**src/design/sptx_pkg.sv**
```systemverilog
// sptx_pkg: shared constants and types for the serial port transmitter
// assumes: a single 40 MHz master clock, no software register bus
package sptx_pkg;

	// ------------------------------------------------------------
	// mode encodings and dividers
	// ------------------------------------------------------------
	typedef enum logic [1:0] {
		SPTX_MODE_UART    = 2'b00,
		SPTX_MODE_MASTER  = 2'b01,
		SPTX_MODE_SLAVE   = 2'b10
	} sptx_mode_t;

	typedef enum logic [2:0] {
		SPTX_ST_IDLE   = 3'b000,
		SPTX_ST_START  = 3'b001,
		SPTX_ST_DATA   = 3'b010,
		SPTX_ST_MPC    = 3'b011,
		SPTX_ST_PARITY = 3'b100,
		SPTX_ST_STOP   = 3'b101,
		SPTX_ST_LEAD   = 3'b110
	} sptx_state_t;

	localparam int         SPTX_DATA_W      = 8;
	localparam int         SPTX_FIFO_DEPTH  = 4;
	localparam logic [3:0] SPTX_UART_DIV_M1 = 4'h0_00F;  // divide by 16, count 0..15
	localparam logic [3:0] SPTX_SYNC_DIV_M1 = 4'h0_003;  // divide by 4, count 0..3
	localparam logic [3:0] SPTX_DIV_ZERO    = 4'h0_000;
	localparam logic [3:0] SPTX_HALF        = 4'h0_002;  // master clock rises half way through a period
	localparam logic [2:0] SPTX_LAST_BIT    = 3'h0_007;
	localparam logic [2:0] SPTX_BIT_ZERO    = 3'h0_000;
	localparam logic [1:0] SPTX_LEAD_TICKS  = 2'h0_002;  // second shift tick starts the master clock
	localparam logic [1:0] SPTX_LEAD_ZERO   = 2'h0_000;
	localparam logic       SPTX_LINE_IDLE   = 1'b1;

endpackage : sptx_pkg

```
**src/design/sptx_fifo.sv**
```systemverilog
// sptx_fifo: small flip-flop FIFO with valid/ready on both sides
// assumes: same clock for both sides, synchronous active-low reset
`timescale 1ns/100ps
`default_nettype none

module sptx_fifo #(
	parameter int WIDTH = 9,
	parameter int DEPTH = 4
) (
	// clock and reset
	input  wire logic             clk,
	input  wire logic             rst_n,
	// fill side
	input  wire logic             in_valid,
	output logic                  in_ready,
	input  wire logic [WIDTH-1:0] in_data,
	// drain side
	output logic                  out_valid,
	input  wire logic             out_ready,
	output logic [WIDTH-1:0]      out_data
);

	localparam int AW = (DEPTH > 1) ? $clog2(DEPTH) : 1;

	logic [WIDTH-1:0] mem [DEPTH];
	logic [AW-1:0]    wr_idx;
	logic [AW-1:0]    rd_idx;
	logic [AW:0]      count;
	logic             do_wr;
	logic             do_rd;

	// honest full and empty from the fill count
	assign in_ready  = (count != DEPTH[AW:0]);
	assign out_valid = (count != '0);
	assign out_data  = mem[rd_idx];
	assign do_wr     = in_valid && in_ready;
	assign do_rd     = out_valid && out_ready;

	// storage, one entry written per accepted word
	always_ff @(posedge clk) begin
		if (do_wr) begin
			mem[wr_idx] <= in_data;
		end
	end

	// pointers wrap at depth, which need not be a power of two
	always_ff @(posedge clk) begin
		if (!rst_n) begin
			wr_idx <= '0;
			rd_idx <= '0;
		end else begin
			if (do_wr) begin
				wr_idx <= (wr_idx == AW'(DEPTH - 1)) ? '0 : wr_idx + 1'b1;
			end
			if (do_rd) begin
				rd_idx <= (rd_idx == AW'(DEPTH - 1)) ? '0 : rd_idx + 1'b1;
			end
		end
	end

	// occupancy
	always_ff @(posedge clk) begin
		if (!rst_n) begin
			count <= '0;
		end else if (do_wr && !do_rd) begin
			count <= count + 1'b1;
		end else if (do_rd && !do_wr) begin
			count <= count - 1'b1;
		end
	end

endmodule : sptx_fifo

`default_nettype wire

```
**src/design/sptx_top.sv**
```systemverilog
// sptx_top: transmit side of one serial port channel
// assumes: baud tick comes from a baud generator on REF_CLK; the shift
// clock input of slave mode and nothing else arrives from off-chip.
// Notes on behaviour
// - uart shift tick is baud tick over sixteen
// - only a buffer write starts a frame
// - start pulse one clock after the write
// - start pulse fall loads shifter, free low
// - ready irq and flag at instruction begin
// - start bit on next shift tick, pin low
// - data lsb first, optional parity, then stop
// - buffer independent of shifter, back to back
// - pin idles high when serial function selected
// - multiprocessor flag bit after msb, before parity
// - sync master shift tick is baud over four
// - master clock out from second tick, bit0 follows
// - master data changes just before clock falls
// - slave clock edge-detected on master clock
// - slave bit0 at once, later bits after fall
// - sync modes only on the capable channel
`timescale 1ns/100ps
`default_nettype none

module sptx_top #(
	parameter logic SYNC_CAPABLE = 1'b1  // marks the one channel with sync modes
) (
	// clock and reset
	input  wire logic       REF_CLK,
	input  wire logic       RST_N,
	// cpu side
	input  wire logic       TX_BUFFER_WRITE_STROBE,
	input  wire logic [7:0] TX_WRITE_DATA,
	input  wire logic       TX_ADDRESS_MARK,
	output logic            TX_WRITE_READY,
	input  wire logic       INSTRUCTION_BEGIN,
	input  wire logic       SERIAL_IRQ_FLAG_CLEAR,
	// configuration
	input  wire logic [1:0] TX_MODE,
	input  wire logic       TX_PARITY_ENABLE,
	input  wire logic       TX_PARITY_ODD,
	input  wire logic       TX_MULTIPROC_ENABLE,
	input  wire logic       TX_PIN_SERIAL_SELECT,
	// baud generator
	input  wire logic       BAUD_TICK,
	// serial pins
	output logic            TX_DATA_PIN,
	output logic            TX_CLOCK_PIN_OUT,
	output logic            TX_CLOCK_PIN_OE,
	input  wire logic       TX_CLOCK_PIN_IN,
	// status
	output logic            TX_FREE_INDICATOR,
	output logic            TX_READY_IRQ,
	output logic            SERIAL_IRQ_FLAG
);

	// ------------------------------------------------------------
	// mode decode
	// ------------------------------------------------------------
	sptx_pkg::sptx_mode_t mode;
	logic                 sync_mode;
	logic                 master_mode;

	// unsupported or sync requests on a plain channel fall back to uart
	always_comb begin
		mode = sptx_pkg::SPTX_MODE_UART;
		if (SYNC_CAPABLE && TX_MODE == sptx_pkg::SPTX_MODE_MASTER) begin
			mode = sptx_pkg::SPTX_MODE_MASTER;
		end else if (SYNC_CAPABLE && TX_MODE == sptx_pkg::SPTX_MODE_SLAVE) begin
			mode = sptx_pkg::SPTX_MODE_SLAVE;
		end
	end
	assign sync_mode   = (mode != sptx_pkg::SPTX_MODE_UART);
	assign master_mode = (mode == sptx_pkg::SPTX_MODE_MASTER);

	// ------------------------------------------------------------
	// holding buffer (fifo) and start pulse
	// ------------------------------------------------------------
	logic       fifo_valid;
	logic       fifo_ready;
	logic [8:0] fifo_data;
	logic       write_seen;
	logic       start_pulse;
	logic       start_fall;
	logic       load_ok;

	sptx_fifo #(
		.WIDTH (sptx_pkg::SPTX_DATA_W + 1),
		.DEPTH (sptx_pkg::SPTX_FIFO_DEPTH)
	) u_hold (
		.clk       (REF_CLK),
		.rst_n     (RST_N),
		.in_valid  (TX_BUFFER_WRITE_STROBE),
		.in_ready  (fifo_ready),
		.in_data   ({TX_ADDRESS_MARK, TX_WRITE_DATA}),
		.out_valid (fifo_valid),
		.out_ready (start_fall),
		.out_data  (fifo_data)
	);

	// write accepted flag, then a one-clock start pulse after it
	always_ff @(posedge REF_CLK) begin
		if (!RST_N) begin
			write_seen  <= 1'b0;
			start_pulse <= 1'b0;
		end else begin
			write_seen  <= TX_BUFFER_WRITE_STROBE && fifo_ready;
			start_pulse <= (write_seen || fifo_valid) && load_ok && !start_pulse;
		end
	end
	// the pulse falls on the clock after it rises; loading there keeps one word per pulse
	assign start_fall = start_pulse && fifo_valid;

	always_ff @(posedge REF_CLK) begin
		if (!RST_N) begin
			TX_WRITE_READY <= 1'b0;
		end else begin
			TX_WRITE_READY <= fifo_ready;
		end
	end

	// ------------------------------------------------------------
	// shift tick generation
	// ------------------------------------------------------------
	logic       clk_in_s1;
	logic       clk_in_s2;
	logic       clk_in_s3;
	logic [3:0] div_cnt;
	logic [3:0] div_top;
	logic       shift_tick;
	logic       busy;

	// two-stage synchroniser, third stage only feeds the edge detector
	always_ff @(posedge REF_CLK) begin
		if (!RST_N) begin
			clk_in_s1 <= 1'b1;
			clk_in_s2 <= 1'b1;
			clk_in_s3 <= 1'b1;
		end else begin
			clk_in_s1 <= TX_CLOCK_PIN_IN;
			clk_in_s2 <= clk_in_s1;
			clk_in_s3 <= clk_in_s2;
		end
	end

	assign div_top = sync_mode ? sptx_pkg::SPTX_SYNC_DIV_M1 : sptx_pkg::SPTX_UART_DIV_M1;

	// divider held in reset while idle so the first tick is a full period away
	always_ff @(posedge REF_CLK) begin
		if (!RST_N || !busy) begin
			div_cnt <= sptx_pkg::SPTX_DIV_ZERO;
		end else if (BAUD_TICK) begin
			div_cnt <= (div_cnt >= div_top) ? sptx_pkg::SPTX_DIV_ZERO : div_cnt + 4'h0_001;
		end
	end

	// slave uses the falling edge of the external clock as its tick
	always_comb begin
		if (mode == sptx_pkg::SPTX_MODE_SLAVE) begin
			shift_tick = clk_in_s3 && !clk_in_s2;
		end else begin
			shift_tick = busy && BAUD_TICK && (div_cnt >= div_top);
		end
	end

	// ------------------------------------------------------------
	// frame sequencer
	// ------------------------------------------------------------
	sptx_pkg::sptx_state_t state;
	logic [7:0]            shifter;
	logic                  mpc_bit;
	logic [2:0]            bit_idx;
	logic [1:0]            lead_cnt;
	logic                  parity_acc;
	logic                  next_tx_data;
	logic                  frame_end;
	logic                  sclk_run;

	assign busy    = (state != sptx_pkg::SPTX_ST_IDLE);
	// a new word may load in idle or at the very tick that closes a frame
	assign load_ok = !busy || frame_end;

	always_comb begin
		frame_end = 1'b0;
		if (shift_tick) begin
			if (state == sptx_pkg::SPTX_ST_STOP) begin
				frame_end = 1'b1;
			end else if (sync_mode && state == sptx_pkg::SPTX_ST_PARITY) begin
				frame_end = 1'b1;
			end else if (sync_mode && state == sptx_pkg::SPTX_ST_MPC && !TX_PARITY_ENABLE) begin
				frame_end = 1'b1;
			end else if (sync_mode && state == sptx_pkg::SPTX_ST_DATA && bit_idx == sptx_pkg::SPTX_LAST_BIT
				&& !TX_MULTIPROC_ENABLE && !TX_PARITY_ENABLE) begin
				frame_end = 1'b1;
			end
		end
	end

	// state and data path; each bit step happens on a shift tick
	always_ff @(posedge REF_CLK) begin
		if (!RST_N) begin
			state      <= sptx_pkg::SPTX_ST_IDLE;
			shifter    <= '0;
			mpc_bit    <= 1'b0;
			bit_idx    <= sptx_pkg::SPTX_BIT_ZERO;
			lead_cnt   <= sptx_pkg::SPTX_LEAD_ZERO;
			parity_acc <= 1'b0;
		end else if (start_fall) begin
			shifter    <= fifo_data[7:0];
			mpc_bit    <= fifo_data[8];
			bit_idx    <= sptx_pkg::SPTX_BIT_ZERO;
			lead_cnt   <= sptx_pkg::SPTX_LEAD_ZERO;
			parity_acc <= TX_PARITY_ODD;
			case (mode)
				sptx_pkg::SPTX_MODE_MASTER: state <= sptx_pkg::SPTX_ST_LEAD;
				sptx_pkg::SPTX_MODE_SLAVE:  state <= sptx_pkg::SPTX_ST_DATA;
				// uart waits in lead for its first tick; a chained word keeps the start bit already on the line
				default:                    state <= busy ? sptx_pkg::SPTX_ST_START : sptx_pkg::SPTX_ST_LEAD;
			endcase
		end else if (frame_end) begin
			// a pending uart word starts its start bit right on the closing tick
			state <= (!sync_mode && fifo_valid) ? sptx_pkg::SPTX_ST_START : sptx_pkg::SPTX_ST_IDLE;
		end else if (shift_tick) begin
			case (state)
				sptx_pkg::SPTX_ST_LEAD: begin
					lead_cnt <= lead_cnt + 2'h0_001;
					if (!sync_mode) begin
						state <= sptx_pkg::SPTX_ST_START;
					end else if (lead_cnt + 2'h0_001 == sptx_pkg::SPTX_LEAD_TICKS) begin
						state <= sptx_pkg::SPTX_ST_DATA;
					end
				end
				sptx_pkg::SPTX_ST_START: begin
					state <= sptx_pkg::SPTX_ST_DATA;
				end
				sptx_pkg::SPTX_ST_DATA: begin
					parity_acc <= parity_acc ^ shifter[0];
					shifter    <= {1'b0, shifter[7:1]};
					bit_idx    <= bit_idx + 3'h0_001;
					if (bit_idx == sptx_pkg::SPTX_LAST_BIT) begin
						if (TX_MULTIPROC_ENABLE) begin
							state <= sptx_pkg::SPTX_ST_MPC;
						end else if (TX_PARITY_ENABLE) begin
							state <= sptx_pkg::SPTX_ST_PARITY;
						end else begin
							state <= sptx_pkg::SPTX_ST_STOP;
						end
					end
				end
				sptx_pkg::SPTX_ST_MPC: begin
					parity_acc <= parity_acc ^ mpc_bit;
					state      <= TX_PARITY_ENABLE ? sptx_pkg::SPTX_ST_PARITY : sptx_pkg::SPTX_ST_STOP;
				end
				sptx_pkg::SPTX_ST_PARITY: begin
					state <= sptx_pkg::SPTX_ST_STOP;
				end
				default: begin
					state <= sptx_pkg::SPTX_ST_IDLE;
				end
			endcase
		end
	end

	// ------------------------------------------------------------
	// pin drivers
	// ------------------------------------------------------------
	// line level for the current state; registered so it moves one clock after the tick
	always_comb begin
		case (state)
			sptx_pkg::SPTX_ST_START:  next_tx_data = 1'b0;
			sptx_pkg::SPTX_ST_DATA:   next_tx_data = shifter[0];
			sptx_pkg::SPTX_ST_MPC:    next_tx_data = mpc_bit;
			sptx_pkg::SPTX_ST_PARITY: next_tx_data = parity_acc;
			default:                  next_tx_data = sptx_pkg::SPTX_LINE_IDLE;
		endcase
		if (!TX_PIN_SERIAL_SELECT) begin
			next_tx_data = sptx_pkg::SPTX_LINE_IDLE;
		end
	end

	always_ff @(posedge REF_CLK) begin
		if (!RST_N) begin
			TX_DATA_PIN <= sptx_pkg::SPTX_LINE_IDLE;
		end else begin
			TX_DATA_PIN <= next_tx_data;
		end
	end

	// master clock out: low half after each tick, the peer samples on the rise
	assign sclk_run = master_mode && (state == sptx_pkg::SPTX_ST_DATA || state == sptx_pkg::SPTX_ST_MPC
		|| state == sptx_pkg::SPTX_ST_PARITY);

	always_ff @(posedge REF_CLK) begin
		if (!RST_N) begin
			TX_CLOCK_PIN_OUT <= 1'b1;
			TX_CLOCK_PIN_OE  <= 1'b0;
		end else begin
			TX_CLOCK_PIN_OE <= master_mode;
			// data turns one clock before the falling clock edge lands
			if (!sclk_run) begin
				TX_CLOCK_PIN_OUT <= 1'b1;
			end else if (div_cnt == sptx_pkg::SPTX_HALF) begin
				TX_CLOCK_PIN_OUT <= 1'b1;
			end else if (BAUD_TICK && div_cnt == sptx_pkg::SPTX_DIV_ZERO) begin
				TX_CLOCK_PIN_OUT <= 1'b0;
			end
		end
	end
	// ------------------------------------------------------------
	// status, interrupt request and flag
	// ------------------------------------------------------------
	logic ready_pending;

	always_ff @(posedge REF_CLK) begin
		if (!RST_N) begin
			TX_FREE_INDICATOR <= 1'b1;
		end else if (start_fall) begin
			TX_FREE_INDICATOR <= 1'b0;
		end else if (frame_end && !fifo_valid) begin
			TX_FREE_INDICATOR <= 1'b1;
		end
	end

	// the request waits for the next instruction boundary; set wins over clear
	always_ff @(posedge REF_CLK) begin
		if (!RST_N) begin
			ready_pending   <= 1'b0;
			TX_READY_IRQ    <= 1'b0;
			SERIAL_IRQ_FLAG <= 1'b0;
		end else begin
			TX_READY_IRQ <= ready_pending && INSTRUCTION_BEGIN;
			if (start_fall) begin
				ready_pending <= 1'b1;
			end else if (INSTRUCTION_BEGIN) begin
				ready_pending <= 1'b0;
			end
			if (ready_pending && INSTRUCTION_BEGIN) begin
				SERIAL_IRQ_FLAG <= 1'b1;
			end else if (SERIAL_IRQ_FLAG_CLEAR) begin
				SERIAL_IRQ_FLAG <= 1'b0;
			end
		end
	end

endmodule : sptx_top

`default_nettype wire

```
**config.mk**
```make
export PLATFORM = sky130hd
export DESIGN_NAME = sptx_top
export DESIGN_NICKNAME = d
export VERILOG_FILES = /design/src/design/sptx_pkg.sv /design/src/design/sptx_fifo.sv /design/src/design/sptx_top.sv
export SDC_FILE = /design/constraint.sdc
export NUM_CORES = 1
export LEC_CHECK = 0
export ABC_AREA = 1
export BUFFER_PORTS_ARGS = -buffer_cell sky130_fd_sc_hd__clkbuf_2
export CORE_ASPECT_RATIO = 0.9
export CORE_MARGIN = 4
export CORE_UTILIZATION = 25
export CTS_BUF_LIST = sky130_fd_sc_hd__clkbuf_4
export CTS_CLUSTER_DIAMETER = 100
export DETAILED_ROUTE_END_ITERATION = 10
export PLACE_DENSITY = 0.48
export SLEW_MARGIN = 25
export SYNTH_ARGS = -nofsm -noshare
export SYNTH_HDL_FRONTEND = slang
export SYNTH_SLANG_ARGS = --single-unit
```
**constraint.sdc**
```tcl
create_clock -name REF_CLK -period 3.24 [get_ports REF_CLK]
set_clock_uncertainty 0.2 [all_clocks]
set_input_delay 0.648 -clock REF_CLK [delete_from_list [all_inputs] [get_ports REF_CLK]]
set_output_delay 0.648 -clock REF_CLK [all_outputs]
set_load 0.01 [all_outputs]
```
# After elaboration in Yosys (flattened, before gate mapping)
# Memory sizes are Yosys's and may differ from the RTL's. A register that Yosys moved wholly into a read port is not among the register bits.
# Cells that the tools add are included.
# W data, S select, Z words.
# word_totals
output_inout_bits	7
ram_bits	36
memories	1
regBits	42
wordCells	158
inputBits	22
# mem_list
name	depth	word_bits	read_ports	rd_ports_with_merged_regs	wr	line_no	source
u_hold.mem	4	9	1	1	1	sptx_fifo.sv:25	logic [WIDTH-1:0] mem [DEPTH];
# classes
bitwise_logic	5
n_mux	45
n_eq_ne	19
n_addsub	7
reduce_logical	57
order_cmp	1
# ops
cell	n
$mux W8	4
$mux W3	10
$logic_and A1 B1 Y1	22
$mux W1	19
$pmux W3 S5	1
$reduce_and A3 Y1	5
$reduce_bool A2 Y1	7
$eq A3 B3 Y1 const B	4
$mux W2	6
$reduce_bool A3 Y1	4
$eq A2 B2 Y1 const B	5
$logic_not A1 Y1	10
$mux W4	2
$add A2 B1 Y2 const B	3
$add A3 B1 Y3 const B	2
$eq A3 B2 Y1 const B	2
$pmux W3 S2	1
$logic_or A1 B1 Y1	5
$ne A5 B4 Y1 const B	1
$add A4 B1 Y4 const B	1
$eq A2 B1 Y1 const B	2
$eq A4 B2 Y1 const B	1
$ge A4 B4 Y1	1
$logic_not A4 Y1	1
12 further kinds	15

# Longest topological paths before layout
# Gate-level depths: netlist of the first run.
# depth
ltp_word	16
ltp_mapped	14
mapped_depth_nobuf	13

# Cells and area by module
# From an unflattened synthesis of the first run, not the netlist that was laid out.
# hier_totals
hier_cells	424
hier_area_um2	3701.0
# by_module_without_submodules
module	area_per_inst_um2	seq_area_each_um2	cells_per_inst	n_inst
sptx_fifo	1860.5	1261.2	156	1
sptx_top	1840.5	700.7	268	1

# Worst setup path before layout of the first run
# No wires, ideal clock.
# synth_path
path_type	input -> register
start	in TX_MODE[0]
end	reg shifter[3]
cell_stages	14
required_time_ps	2927
path_slack_ps	700
setup_time_ps	113
path_buffers	1
t_arrival_ps	2228
path_cell_list	inv_1 ha_1 inv_1 ha_1 nand3_1 nand2_1 nand3_1 nand2_2 nand4_4 nand2_2 buf_6 nand2_1 nand2_1 nor2_1
# synth_via
elab_chain_len	15
elab_cells_between_ends	25
cone_classes	order compare: 1; eq/ne: 4; mux: 9; reduce/logical: 11
# synth_rtl
element	line_no	source
from (decl)	sptx_top.sv:38	input wire logic [1:0] TX_MODE,
$eq A2 B2 Y1	sptx_top.sv:68	end else if (SYNC_CAPABLE && TX_MODE == sptx_pkg::SPTX_MODE_SLAVE) begin
$mux W2	sptx_top.sv:68	
$mux W2 (*)	sptx_top.sv:66	if (SYNC_CAPABLE && TX_MODE == sptx_pkg::SPTX_MODE_MASTER) begin
$reduce_bool A2 Y1	sptx_top.sv:72	assign sync_mode = (mode != sptx_pkg::SPTX_MODE_UART);
$logic_and A1 B1 Y1 (2 in a row)	sptx_top.sv:191	end else if (sync_mode && state == sptx_pkg::SPTX_ST_DATA && bit_idx == sptx_pkg::SPTX_LAST_BIT
$logic_and A1 B1 Y1 (2 in a row)	sptx_top.sv:192	&& !TX_MULTIPROC_ENABLE && !TX_PARITY_ENABLE) begin
$mux W1	sptx_top.sv:191	
$mux W1	sptx_top.sv:189	end else if (sync_mode && state == sptx_pkg::SPTX_ST_MPC && !TX_PARITY_ENABLE) begin
$mux W1	sptx_top.sv:187	end else if (sync_mode && state == sptx_pkg::SPTX_ST_PARITY) begin
$mux W1	sptx_top.sv:185	if (state == sptx_pkg::SPTX_ST_STOP) begin
$mux W1	sptx_top.sv:184	if (shift_tick) begin
$ne A2 B1 Y1 (no source line)	n/a	
$reduce_and A3 Y1 (no source line) (*)	n/a	
to (signal assigned)	sptx_top.sv:208	shifter <= fifo_data[7:0];
to (signal assigned)	sptx_top.sv:237	shifter <= {1'b0, shifter[7:1]};
to (decl)	sptx_top.sv:169	logic [7:0] shifter;
# Every way passes the cells marked *; elsewhere a longest branch is shown, timed or not.
# A chain may end at the register's enable or synchronous reset.

# Final worst setup path of the first run
# layout_path
start	in TX_MODE[0]
end	reg shifter[0]
# Same word-level chain as after synthesis.

==> results of run 1 <==
worst paths after layout:
path,start,end,slack [ns],depth (start not counted)
worst max-delay path,TX_MODE[0],shifter[0]$_SDFFE_PN0P_,0.81,13
worst min-delay path,TX_CLOCK_PIN_IN,clk_in_s1$_SDFF_PN1_,0.20,2
worst max register to register,u_hold.count[0]$_SDFFE_PN0P_,u_hold.count[1]$_SDFFE_PN0P_,0.94,9
worst min register to register,clk_in_s1$_SDFF_PN1_,clk_in_s2$_SDFF_PN1_,0.23,1
power groups by stage:
stage               registers, µW  logic [µW]  clock network [µW]
global placement             1350         817                   0
floorplan                    1310         631                   0
finish                       1330         820                 584
global route                 1350         956                 658
detailed placement           1350         826                   0
CTS                          1330         830                 616
cell type report:
cell class                 count  area share (%)
timing repair buffer          35            4.68
tap                          193            5.87
clock buffer                   9            1.64
inverter                      42            3.83
clock inverter                 7            1.67
antenna                        1          0.0608
sequential                    80            47.7
multi-input combinational    270            34.6
state kept, by name, summed over array words and instances, names as in the netlist, 2 cells and up, named ones only:
register       flops
u_hold.rd_idx      2
u_hold.wr_idx      2
shifter            8
div_cnt            4
bit_idx            3
lead_cnt           2
u_hold.count       3
state              3
u_hold.mem        36
layout by cell type (no fill, tap or decap), drive strengths merged:
cell,n
nand2,77
clkbuf,37
fa,1
a221o,1
buf,7
clkinv,3
o22ai,7
nor2,66
o21ai,29
ha,16
nand4,3
inv,46
and2,1
o221ai,1
mux2i,5
or2,3
a21oi,23
nand3,26
a31oi,2
nand3b,1
o211ai,1
diode,1
nor3,4
dfxtp,44
o211a,1
edfxtp,36
xor2,2
per-layer routing:
layer / routed length (µm) / part of all wire, % / GRT usage (%)
met1: 3710 / 48 / 12.7
met2: 3580 / 46 / 16.9
met3: 408 / 5.2 / 3.01
met4: 112 / 1.4 / 3.94
met5: 0 / 0 / 0
stage by stage:
stage          std cells  util (%)
4_1_cts              636      29.3
5_1_grt              637      29.3
3_3_place_gp         620      28.3
2_1_floorplan        404         -
6_report             637      29.3
3_5_place_dp         620      28.3
critical path, stage by stage:
cell and delay [ns]:
clkbuf_2 0.09, inv_1 0.04, ha_1 0.36, inv_1 0.12, ha_1 0.30, nand3_1 0.08
nand2_1 0.12, nand3_1 0.09, nand2_2 0.15, nand4_4 0.16, nand2_2 0.22, nand2_1 0.08
a21oi_1 0.12
kinds of logic (layout without fill, tap and decap cells):
kind of cell | after synthesis | in the layout | share of synthesized area, %
buffers and inverters | 54 | 93 | 6.04
DFF | 80 | 80 | 54.4
and+or+nand+nor | 181 | 181 | 21.7
xor gates and xnor gates | 2 | 2 | 0.486
muxes | 5 | 5 | 1.39
other | 0 | 1 | 0
adders and majority gates | 17 | 17 | 6.11
AOI/OAI and AO/OA | 65 | 65 | 9.79
==> impl_metrics.yaml, run 1 <==
status:
  outcome: "finished clean"
job:
  max_cap_viol_count: 0
place:
  detailed_place.area_um2: 3980
  dpl_hpwl_um: 5550
  io_buffers: 28
  routabilityCongestion: 0.847
  preCtsSetupSlack_ns: 0.360
yosys:
  synthesis.area_per_instance_um2: 8.92
  number_of_enable_flip_flop_cells_after_synthesis: 36
  fraction_of_the_yosys_area_taken_by_sequential_cells_pct: 54.4
  ys_top_cells_by_area: "edfxtp_1 30%, dfxtp_1 24%, nand2_1 7.6%"
  postSynthCellCount: 404
  synth.net_count: 443
  yosysMostFrequentCell: "nand2_1"
  yosys_warnings: 0
  async_flop_share_pct: 0
  syn-cell-area_um2: 3600
  synth.top_cells.by_count: "73 x nand2_1, 63 x nor2_1, 44 x dfxtp_1"
  dominantRegCellSynth: "dfxtp_1"
  netlist-cell-type-count: 34
  postSynthRegisterBits: 80
  synthDominantCellAreaShare_pct: 30.0
  synth_largest_area_cell: "edfxtp_1"
cts:
  cts.clk_slew.worst_paths_ns: 0.13
  numClockSinks: 80
  clk_root_buffer_cell: "clkbuf_4"
  tritoncts_buffers: 9
  cts_buffer_depth: 2
  cts_tree: "built"
  cts.hold.buffers_added: 0
  clkLatencyLatePin_ns: 0.44
  post_cts_resized: 0
  h_tree_levels: 3
  postcts_setup_bufs: 0
worst_setup_path:
  cp.required_ns: 3.40
  critPathLaunchType: "input port"
  timing.critical_path.fanout_max: 12
  endpoint_kind: "register"
  setup.worst_path.class: "in2reg"
  worstPathArrival_ns: 2.60
power:
  part_of_the_power_in_registers_pct: 48.6
  power.share.combinational_pct: 30.0
  power_leakage_uw: 0.00172
  switching_share_pct: 38.1
  switchingPower_uw: 1040
  vdd_ir_drop_max_v: 0.000257
  power_per_cell_area_nw_per_um2: 663
  power.share.clock_pct: 21.4
  internal-power_uw: 1690
  power.total_uw: 2730
routing:
  routedWlPerCell_um: 12.3
  wl_um: 7810
  route.detailed.drc: 0
  routed_via_density: 4.39
  detailroute.via_count: 2796
  drt_first_iter_violations: 156
  final_ant_viol_nets: 0
  drt_pass1_iterations: 5
timing:
  setup-tns-final_ns: 0
  worst_slew_margin_relative_to_its_limit_pct: 68.6
  fmax_ghz: 0.411
  final.min_clock_period_ns: 2.43
  tightest_slew_ns: 0.470
  setup_failing_eps_final: 0
  fraction_of_the_cycle_the_final_worst_path_needs_pct: 75.1
  hold_violations: 0
  grt_setup_unrepaired: "false"
  final_setup_margin_ns: 0.807
  final_max_slew_violation_count: 0
  whs_ns: 0.197
floorplanning:
  floorplan.io_pins: 29
  floorplan.die.height_um: 122
  die-area_um2: 16400
  placementRows: 41
  die_width_um: 135
  initial_utilization_pct: 25.6
  fp.coreArea_um2: 14100
worst_hold_path:
  hold_path_class: "in2reg"
global_route:
  grt_antenna_before_repair: 1
  global_route.usage.total_pct: 10.2
  grt_pass1_vias: 2753
  largest_net_degree_at_the_start_of_global_routing: 26
  grt-ovfl-total: 0
  global_route_wire_length_before_repair_um: 13200
final_layout:
  final.fill_count: 1519
  drive_gt1_share_pct: 14.7
  layout.area.seq_um2: 1960
  post_layout_instance_area_um2: 4120
  footprint_of_the_multi_input_gates_um2: 1420
  syn_to_final_growth_pct: 14.2
  final_nets: 477
No activity file was read; power rests on OpenSTA's default activity.
==> run 2: changes to the inputs <==
--- a/config.mk
+++ b/config.mk
@@ -13,7 +13,7 @@
 export CTS_BUF_LIST = sky130_fd_sc_hd__clkbuf_4
 export CTS_CLUSTER_DIAMETER = 100
 export DETAILED_ROUTE_END_ITERATION = 10
-export PLACE_DENSITY = 0.48
+export PLACE_DENSITY = 0.49
 export SLEW_MARGIN = 25
 export SYNTH_ARGS = -nofsm -noshare
 export SYNTH_HDL_FRONTEND = slang
==> constraint.sdc (replaced) <==
create_clock -name REF_CLK -period 2.2 [get_ports REF_CLK]
set_clock_uncertainty 0.2 [all_clocks]
set_input_delay 0.44 -clock REF_CLK [delete_from_list [all_inputs] [get_ports REF_CLK]]
set_output_delay 0.44 -clock REF_CLK [all_outputs]
set_load 0.01 [all_outputs]
==> impl_metrics.yaml, run 2 (synthesis gave the netlist of run 1 again) <==
final_layout:
  footprint_of_the_multi_input_gates_um2: 1470
  final_nets: 501
  mostFrequentLayoutCell: "nand2_1"
  biggestRegsByFlops: "u_hold.mem (36), shifter (8), div_cnt (4)"
  final.fill_count: 1486
  final_cell_mix: "73 x nand2_1, 62 x nor2_1, 43 x dfxtp_1"
  layout.area.seq_um2: 1960
  post_layout_util_pct: 31.4
  largest_register_ff_count: 36
  drive_gt1_share_pct: 17.8
  stdcell_count: 661
  syn_to_final_growth_pct: 22.4
  registers.top_by_ff_count: "u_hold.mem"
place:
  preCtsSetupSlack_ns: -0.183
  io_buffers: 28
  placed_cells_incl_taps: 632
  dpl_hpwl_um: 5600
  routabilityCongestion: 0.836
cts:
  cts.clk_slew.worst_paths_ns: 0.14
  clk_root_buffer_cell: "clkbuf_4"
  clkLatencyLatePin_ns: 0.44
  tritoncts_buffers: 9
  h_tree_levels: 3
  numClockSinks: 80
  postcts_setup_bufs: 0
  cts_tree: "built"
  cts_buffer_depth: 2
worst_setup_path:
  timing.critical_path.fanout_max: 4
  critPathLaunchType: "register"
  register_to_register_setup_slack_ns: 0.22
  setup.worst_path.class: "reg2reg"
  rr_startpoint: "u_hold.count[0]$_SDFFE_PN0P_"
  endpoint_kind: "register"
  cp.required_ns: 2.38
  rr_worst_depth: 11
  cpMaxStageDelayCell: "fa_1"
  reg2reg_to: "u_hold.count[2]$_SDFFE_PN0P_"
  setup.worst_path.start: "u_hold.count[0]$_SDFFE_PN0P_"
  worstPathArrival_ns: 2.16
  setup.worst_path.end: "u_hold.count[2]$_SDFFE_PN0P_"
  critical_path.cell_chain: "nor2_4 -> nand2_1 -> nand2_2 -> ha_1 -> inv_1 -> fa_1 -> nor2_1 -> nor2_1 -> nand2_1 -> o21ai_0 -> a21oi_1"
  critical-path-max-stage-delay_ns: 0.39
global_route:
  global_route_wire_length_before_repair_um: 12800
  largest_net_degree_at_the_start_of_global_routing: 22
  grt_antenna_before_repair: 1
  grt-ovfl-total: 0
  grt_pass1_vias: 2643
  global_route.usage.total_pct: 10.1
worst_hold_path:
  hold_path_class: "in2reg"
floorplanning:
  fp.coreArea_um2: 14100
  floorplan.die.height_um: 122
  floorplan.io_pins: 29
  die-area_um2: 16400
  placementRows: 41
  initial_utilization_pct: 25.6
  die_width_um: 135
power:
  power_per_cell_area_nw_per_um2: 967
  vdd_ir_drop_max_v: 0.000305
  power.total_uw: 4260
  power_leakage_uw: 0.00184
routing:
  drt_first_iter_violations: 143
  wl_um: 7750
  detailroute.via_count: 2769
  drt_pass1_iterations: 4
  route.detailed.drc: 0
  routed_via_density: 4.19
  routedWlPerCell_um: 11.7
  final_ant_viol_nets: 0
timing:
  whs_ns: 0.0473
  final_setup_margin_ns: 0.219
  final_max_slew_violation_count: 0
  hold_violations: 0
  worst_slew_margin_relative_to_its_limit_pct: 63.6
  tightest_slew_ns: 0.546
  setup_failing_eps_final: 0
  grt_setup_unrepaired: "false"
  fmax_ghz: 0.505
  fraction_of_the_cycle_the_final_worst_path_needs_pct: 90.0
  final.min_clock_period_ns: 1.98
job:
  max_cap_viol_count: 0
status:
  outcome: "finished clean"
==> run 2: how the worst min path moves through the flow <==
| stage | cells past startpoint | from | endpoint | slack [ns] |
|---|---|---|---|---|
| 6_report | 4 | SERIAL_IRQ_FLAG_CLEAR | SERIAL_IRQ_FLAG$_SDFFE_PN0P_ | 0.05 |
| 2_1_floorplan | 2 | clk_in_s2$_SDFF_PN1_ | clk_in_s3$_SDFF_PN1_ | 0.19 |
| 5_1_grt | 4 | SERIAL_IRQ_FLAG_CLEAR | SERIAL_IRQ_FLAG$_SDFFE_PN0P_ | 0.03 |
| 3_5_place_dp | 1 | clk_in_s1$_SDFF_PN1_ | clk_in_s2$_SDFF_PN1_ | 0.20 |
| 4_1_cts | 4 | SERIAL_IRQ_FLAG_CLEAR | SERIAL_IRQ_FLAG$_SDFFE_PN0P_ | 0.005 |
| 3_3_place_gp | 1 | clk_in_s1$_SDFF_PN1_ | clk_in_s2$_SDFF_PN1_ | 0.21 |
==> run 2: layout make-up <==
type                            count  area share, %
Antenna cell                        1         0.0567
Clock buffer                        9           1.53
Clock inverter                      7           2.35
Inverter                           42           3.63
Multi-Input combinational cell    270           33.3
Sequential cell                    80           44.5
Tap cell                          193           5.48
Timing Repair Buffer               59           9.13
==> run 2: timing repair <==
action	4_1_cts	5_1_grt
resized for setup	0	2
hold buffers	12	0
hold endpoints to repair	32	0
endpoints found under the setup margin	0	2
==> run 2: critical path, delay by kind of cell, from the launching register on <==
family / cells / cell delay [ns]
compound gates: 2 / 0.19
fa+ha+maj: 2 / 0.53
buf+inv: 1 / 0.07
flops: 1 / 0.38
simple gates: 6 / 0.55
==> run 2: metrics by stage <==
stage	area [µm²]	setup TNS, ns
final	4410	0
after floorplan	3650	0
after CTS	4400	0
after global placement	4110	-1.59
after global routing	4410	0
after detailed placement	4110	-2.45
==> run 2: layer usage <==
layer	GRT usage [%]	vias up	wire length (µm)
li1	-	1456	-
met1	14.2	1236	3890
met2	14.4	71	3290
met3	2.85	6	434
met4	4.45	0	135
met5	0	-	0
==> run 2: where the power goes <==
group	leakage [µW]	internal, µW	switching [µW]
registers	0.000689	1800	147
logic	0.00106	495	805
clock network	0.0000916	476	541
total	0.00184	2770	1490
==> run 3: changes to the inputs <==
--- a/config.mk
+++ b/config.mk
@@ -8,7 +8,7 @@
 export ABC_AREA = 1
 export BUFFER_PORTS_ARGS = -buffer_cell sky130_fd_sc_hd__clkbuf_2
 export CORE_ASPECT_RATIO = 0.9
-export CORE_MARGIN = 4
+export CORE_MARGIN = 2
 export CORE_UTILIZATION = 25
 export CTS_BUF_LIST = sky130_fd_sc_hd__clkbuf_4
 export CTS_CLUSTER_DIAMETER = 100
@@ -17,4 +17,5 @@
 export SLEW_MARGIN = 25
 export SYNTH_ARGS = -nofsm -noshare
 export SYNTH_HDL_FRONTEND = slang
+export SYNTH_HIERARCHICAL = 1
 export SYNTH_SLANG_ARGS = --single-unit
==> impl_metrics.yaml, run 3 <==
status:
  outcome: "finished clean"
final_layout:
  largest_register_ff_count: 36
  final_cell_mix: "82 x nand2_1, 58 x nor2_1, 49 x inv_1"
  post_layout_util_pct: 30.4
  syn_to_final_growth_pct: 20.1
  drive_gt1_share_pct: 17.8
  registers.top_by_ff_count: "u_hold/mem"
  final_nets: 522
  mostFrequentLayoutCell: "nand2_1"
  biggestRegsByFlops: "u_hold/mem (36), shifter (8), div_cnt (4)"
routing:
  routed_via_density: 4.24
  detailroute.via_count: 2916
  routedWlPerCell_um: 11.7
  drt_first_iter_violations: 143
  wl_um: 8040
  route.detailed.drc: 0
  final_ant_viol_nets: 0
  drt_pass1_iterations: 5
yosys:
  synth_largest_area_cell: "edfxtp_1"
  netlist-cell-type-count: 37
  yosys.area_share.adder_pct: 5.95
  synth.net_count: 463
  synthDominantCellAreaShare_pct: 29.2
  complex_gate_fraction_of_the_synthesized_area_pct: 10.8
  synth.mux.area_fraction_pct: 0
  synth.top_cells.by_count: "84 x nand2_1, 58 x nor2_1, 49 x inv_1"
  syn-cell-area_um2: 3700
  synth_xor_xnor_area_share_pct: 0.237
  ys_top_cells_by_area: "edfxtp_1 29%, dfxtp_1 24%, nand2_1 8.5%"
  yosysMostFrequentCell: "nand2_1"
  postSynthCellCount: 424
  dominant_combinational_cell_family_by_area_after_synthesis: "simple AND/OR/NAND/NOR gates"
  number_of_enable_flip_flop_cells_after_synthesis: 36
  fraction_of_the_yosys_area_taken_by_sequential_cells_pct: 53.0
  post_synth_and_or_nand_nor_area_fraction_pct: 23.0
  synthesis.area_per_instance_um2: 8.73
  yosys_warnings: 6
  dominantRegCellSynth: "dfxtp_1"
  async_flop_share_pct: 0
  postSynthRegisterBits: 80
power:
  power_leakage_uw: 0.00186
  switchingPower_uw: 1520
  switching_share_pct: 38.0
  internal-power_uw: 2480
  vdd_ir_drop_max_v: 0.000273
  power.share.combinational_pct: 31.8
  power.share.clock_pct: 20.1
  power.total_uw: 4000
  power_per_cell_area_nw_per_um2: 899
  part_of_the_power_in_registers_pct: 48.1
global_route:
  grt_antenna_before_repair: 1
  grt_pass1_vias: 2850
  global_route.usage.total_pct: 11.0
  global_route_wire_length_before_repair_um: 13700
  largest_net_degree_at_the_start_of_global_routing: 27
  grt-ovfl-total: 0
place:
  routabilityCongestion: 0.789
  dpl_hpwl_um: 5640
  io_buffers: 28
cts:
  cts.clk_slew.worst_paths_ns: 0.13
  cts_tree: "built"
  numClockSinks: 80
  clkLatencyLatePin_ns: 0.45
  cts_buffer_depth: 2
  h_tree_levels: 3
  tritoncts_buffers: 9
  clk_root_buffer_cell: "clkbuf_4"
worst_setup_path:
  endpoint_kind: "register"
  rr_startpoint: "u_hold/count[0]$_SDFFE_PN0P_"
  cp.required_ns: 2.36
  setup.worst_path.class: "reg2reg"
  setup.worst_path.start: "u_hold/count[0]$_SDFFE_PN0P_"
  critPathLaunchType: "register"
  timing.critical_path.fanout_max: 7
  worstPathArrival_ns: 2.20
timing:
  final.min_clock_period_ns: 2.04
  whs_ns: 0.0571
  setup_failing_eps_final: 0
  fraction_of_the_cycle_the_final_worst_path_needs_pct: 92.7
  worst_slew_margin_relative_to_its_limit_pct: 71.4
  hold_violations: 0
  fmax_ghz: 0.490
  final_max_slew_violation_count: 0
  tightest_slew_ns: 0.429
floorplanning:
  die_width_um: 132
  initial_utilization_pct: 25.3
  fp.coreArea_um2: 14600
  floorplan.io_pins: 29
  placementRows: 42
  floorplan.die.height_um: 119
  die-area_um2: 15800
worst_hold_path:
  min_from: "TX_BUFFER_WRITE_STROBE"
  hold_path_class: "in2reg"
job:
  max_cap_viol_count: 0
==> run 3: cell count changes after synthesis, moves of 3 or more <==
cell and delta:
nand2_1 +11, nand2_2 +4, nor2_1 -5, buf_2 -3, o22ai_1 +4, inv_1 +9, nand3_1 +3, mux2i_1 -5
==> run 3: what timing repair did <==
action,4_1_cts,5_1_grt
hold buffers,12,1
resized for setup,0,9
endpoints found under the setup margin,0,2
hold endpoints to repair,34,3
buffers inserted,0,1
==> run 3: critical path, cell delays in order (launching register included) <==
cell and delay (ns):
dfxtp_4 0.39, nor2_4 0.13, buf_4 0.13, nand2_2 0.08, nand2_4 0.11, inv_1 0.08, ha_4 0.16, inv_1 0.07
fa_1 0.41, o21ai_1 0.14, nor2_1 0.05
==> run 3: cell type report <==
class | count | area, µm²
Antenna cell | 1 | 2.50
Clock buffer | 9 | 67.6
Clock inverter | 7 | 52.6
Fill cell | 1581 | 10200
Inverter | 51 | 199
Multi-Input combinational cell | 284 | 1520
Sequential cell | 80 | 1970
Tap cell | 198 | 248
Timing Repair Buffer | 57 | 390
==> run 3: kinds of logic (layout without fill, tap and decap cells) <==
family                     after synthesis  in the layout
DFF                                     80             80
AOI/OAI and AO/OA                       71             71
other                                    0              1
xor gates and xnor gates                 1              1
buffers and inverters                   60            124
and+or+nand+nor                        195            195
adders and majority gates               17             17
==> run 3: routing by layer <==
metal,routed length [µm],GRT usage (%)
met1,3850,14.1
met2,3750,17.7
met3,331,3.83
met4,114,3.29
met5,0,0
==> run 3: path summary, 6_finish.rpt <==
kind,to,slack (ns),cells after the start
worst min register to register,clk_in_s2$_SDFF_PN1_,0.23,1
worst min-delay path,write_seen$_SDFF_PN0_,0.06,3
worst max register to register,u_hold/count[1]$_SDFFE_PN0P_,0.16,10
worst max-delay path,u_hold/count[1]$_SDFFE_PN0P_,0.16,10
==> run 3: power by group through the flow <==
stage               clock network (µW)  registers [µW]  logic [µW]
finish                             803            1920        1270
global route                       921            1950        1450
CTS                                846            1920        1230
detailed placement                   0            1950        1200
global placement                     0            1940        1180
floorplan                            0            1920         885
==> run 3: stage by stage <==
| stage | worst slack [ns] | cell area, µm² | cells | setup TNS (ns) |
|---|---|---|---|---|
| finish | 0.161 | 4450 | 687 | 0 |
| global route | -0.00154 | 4450 | 687 | -0.00154 |
| CTS | 0.0583 | 4400 | 684 | 0 |
| detailed placement | -0.157 | 4160 | 656 | -2.06 |
| global placement | -0.121 | 4160 | 656 | -1.50 |
| floorplan | -0.00904 | 3720 | 424 | -0.00904 |
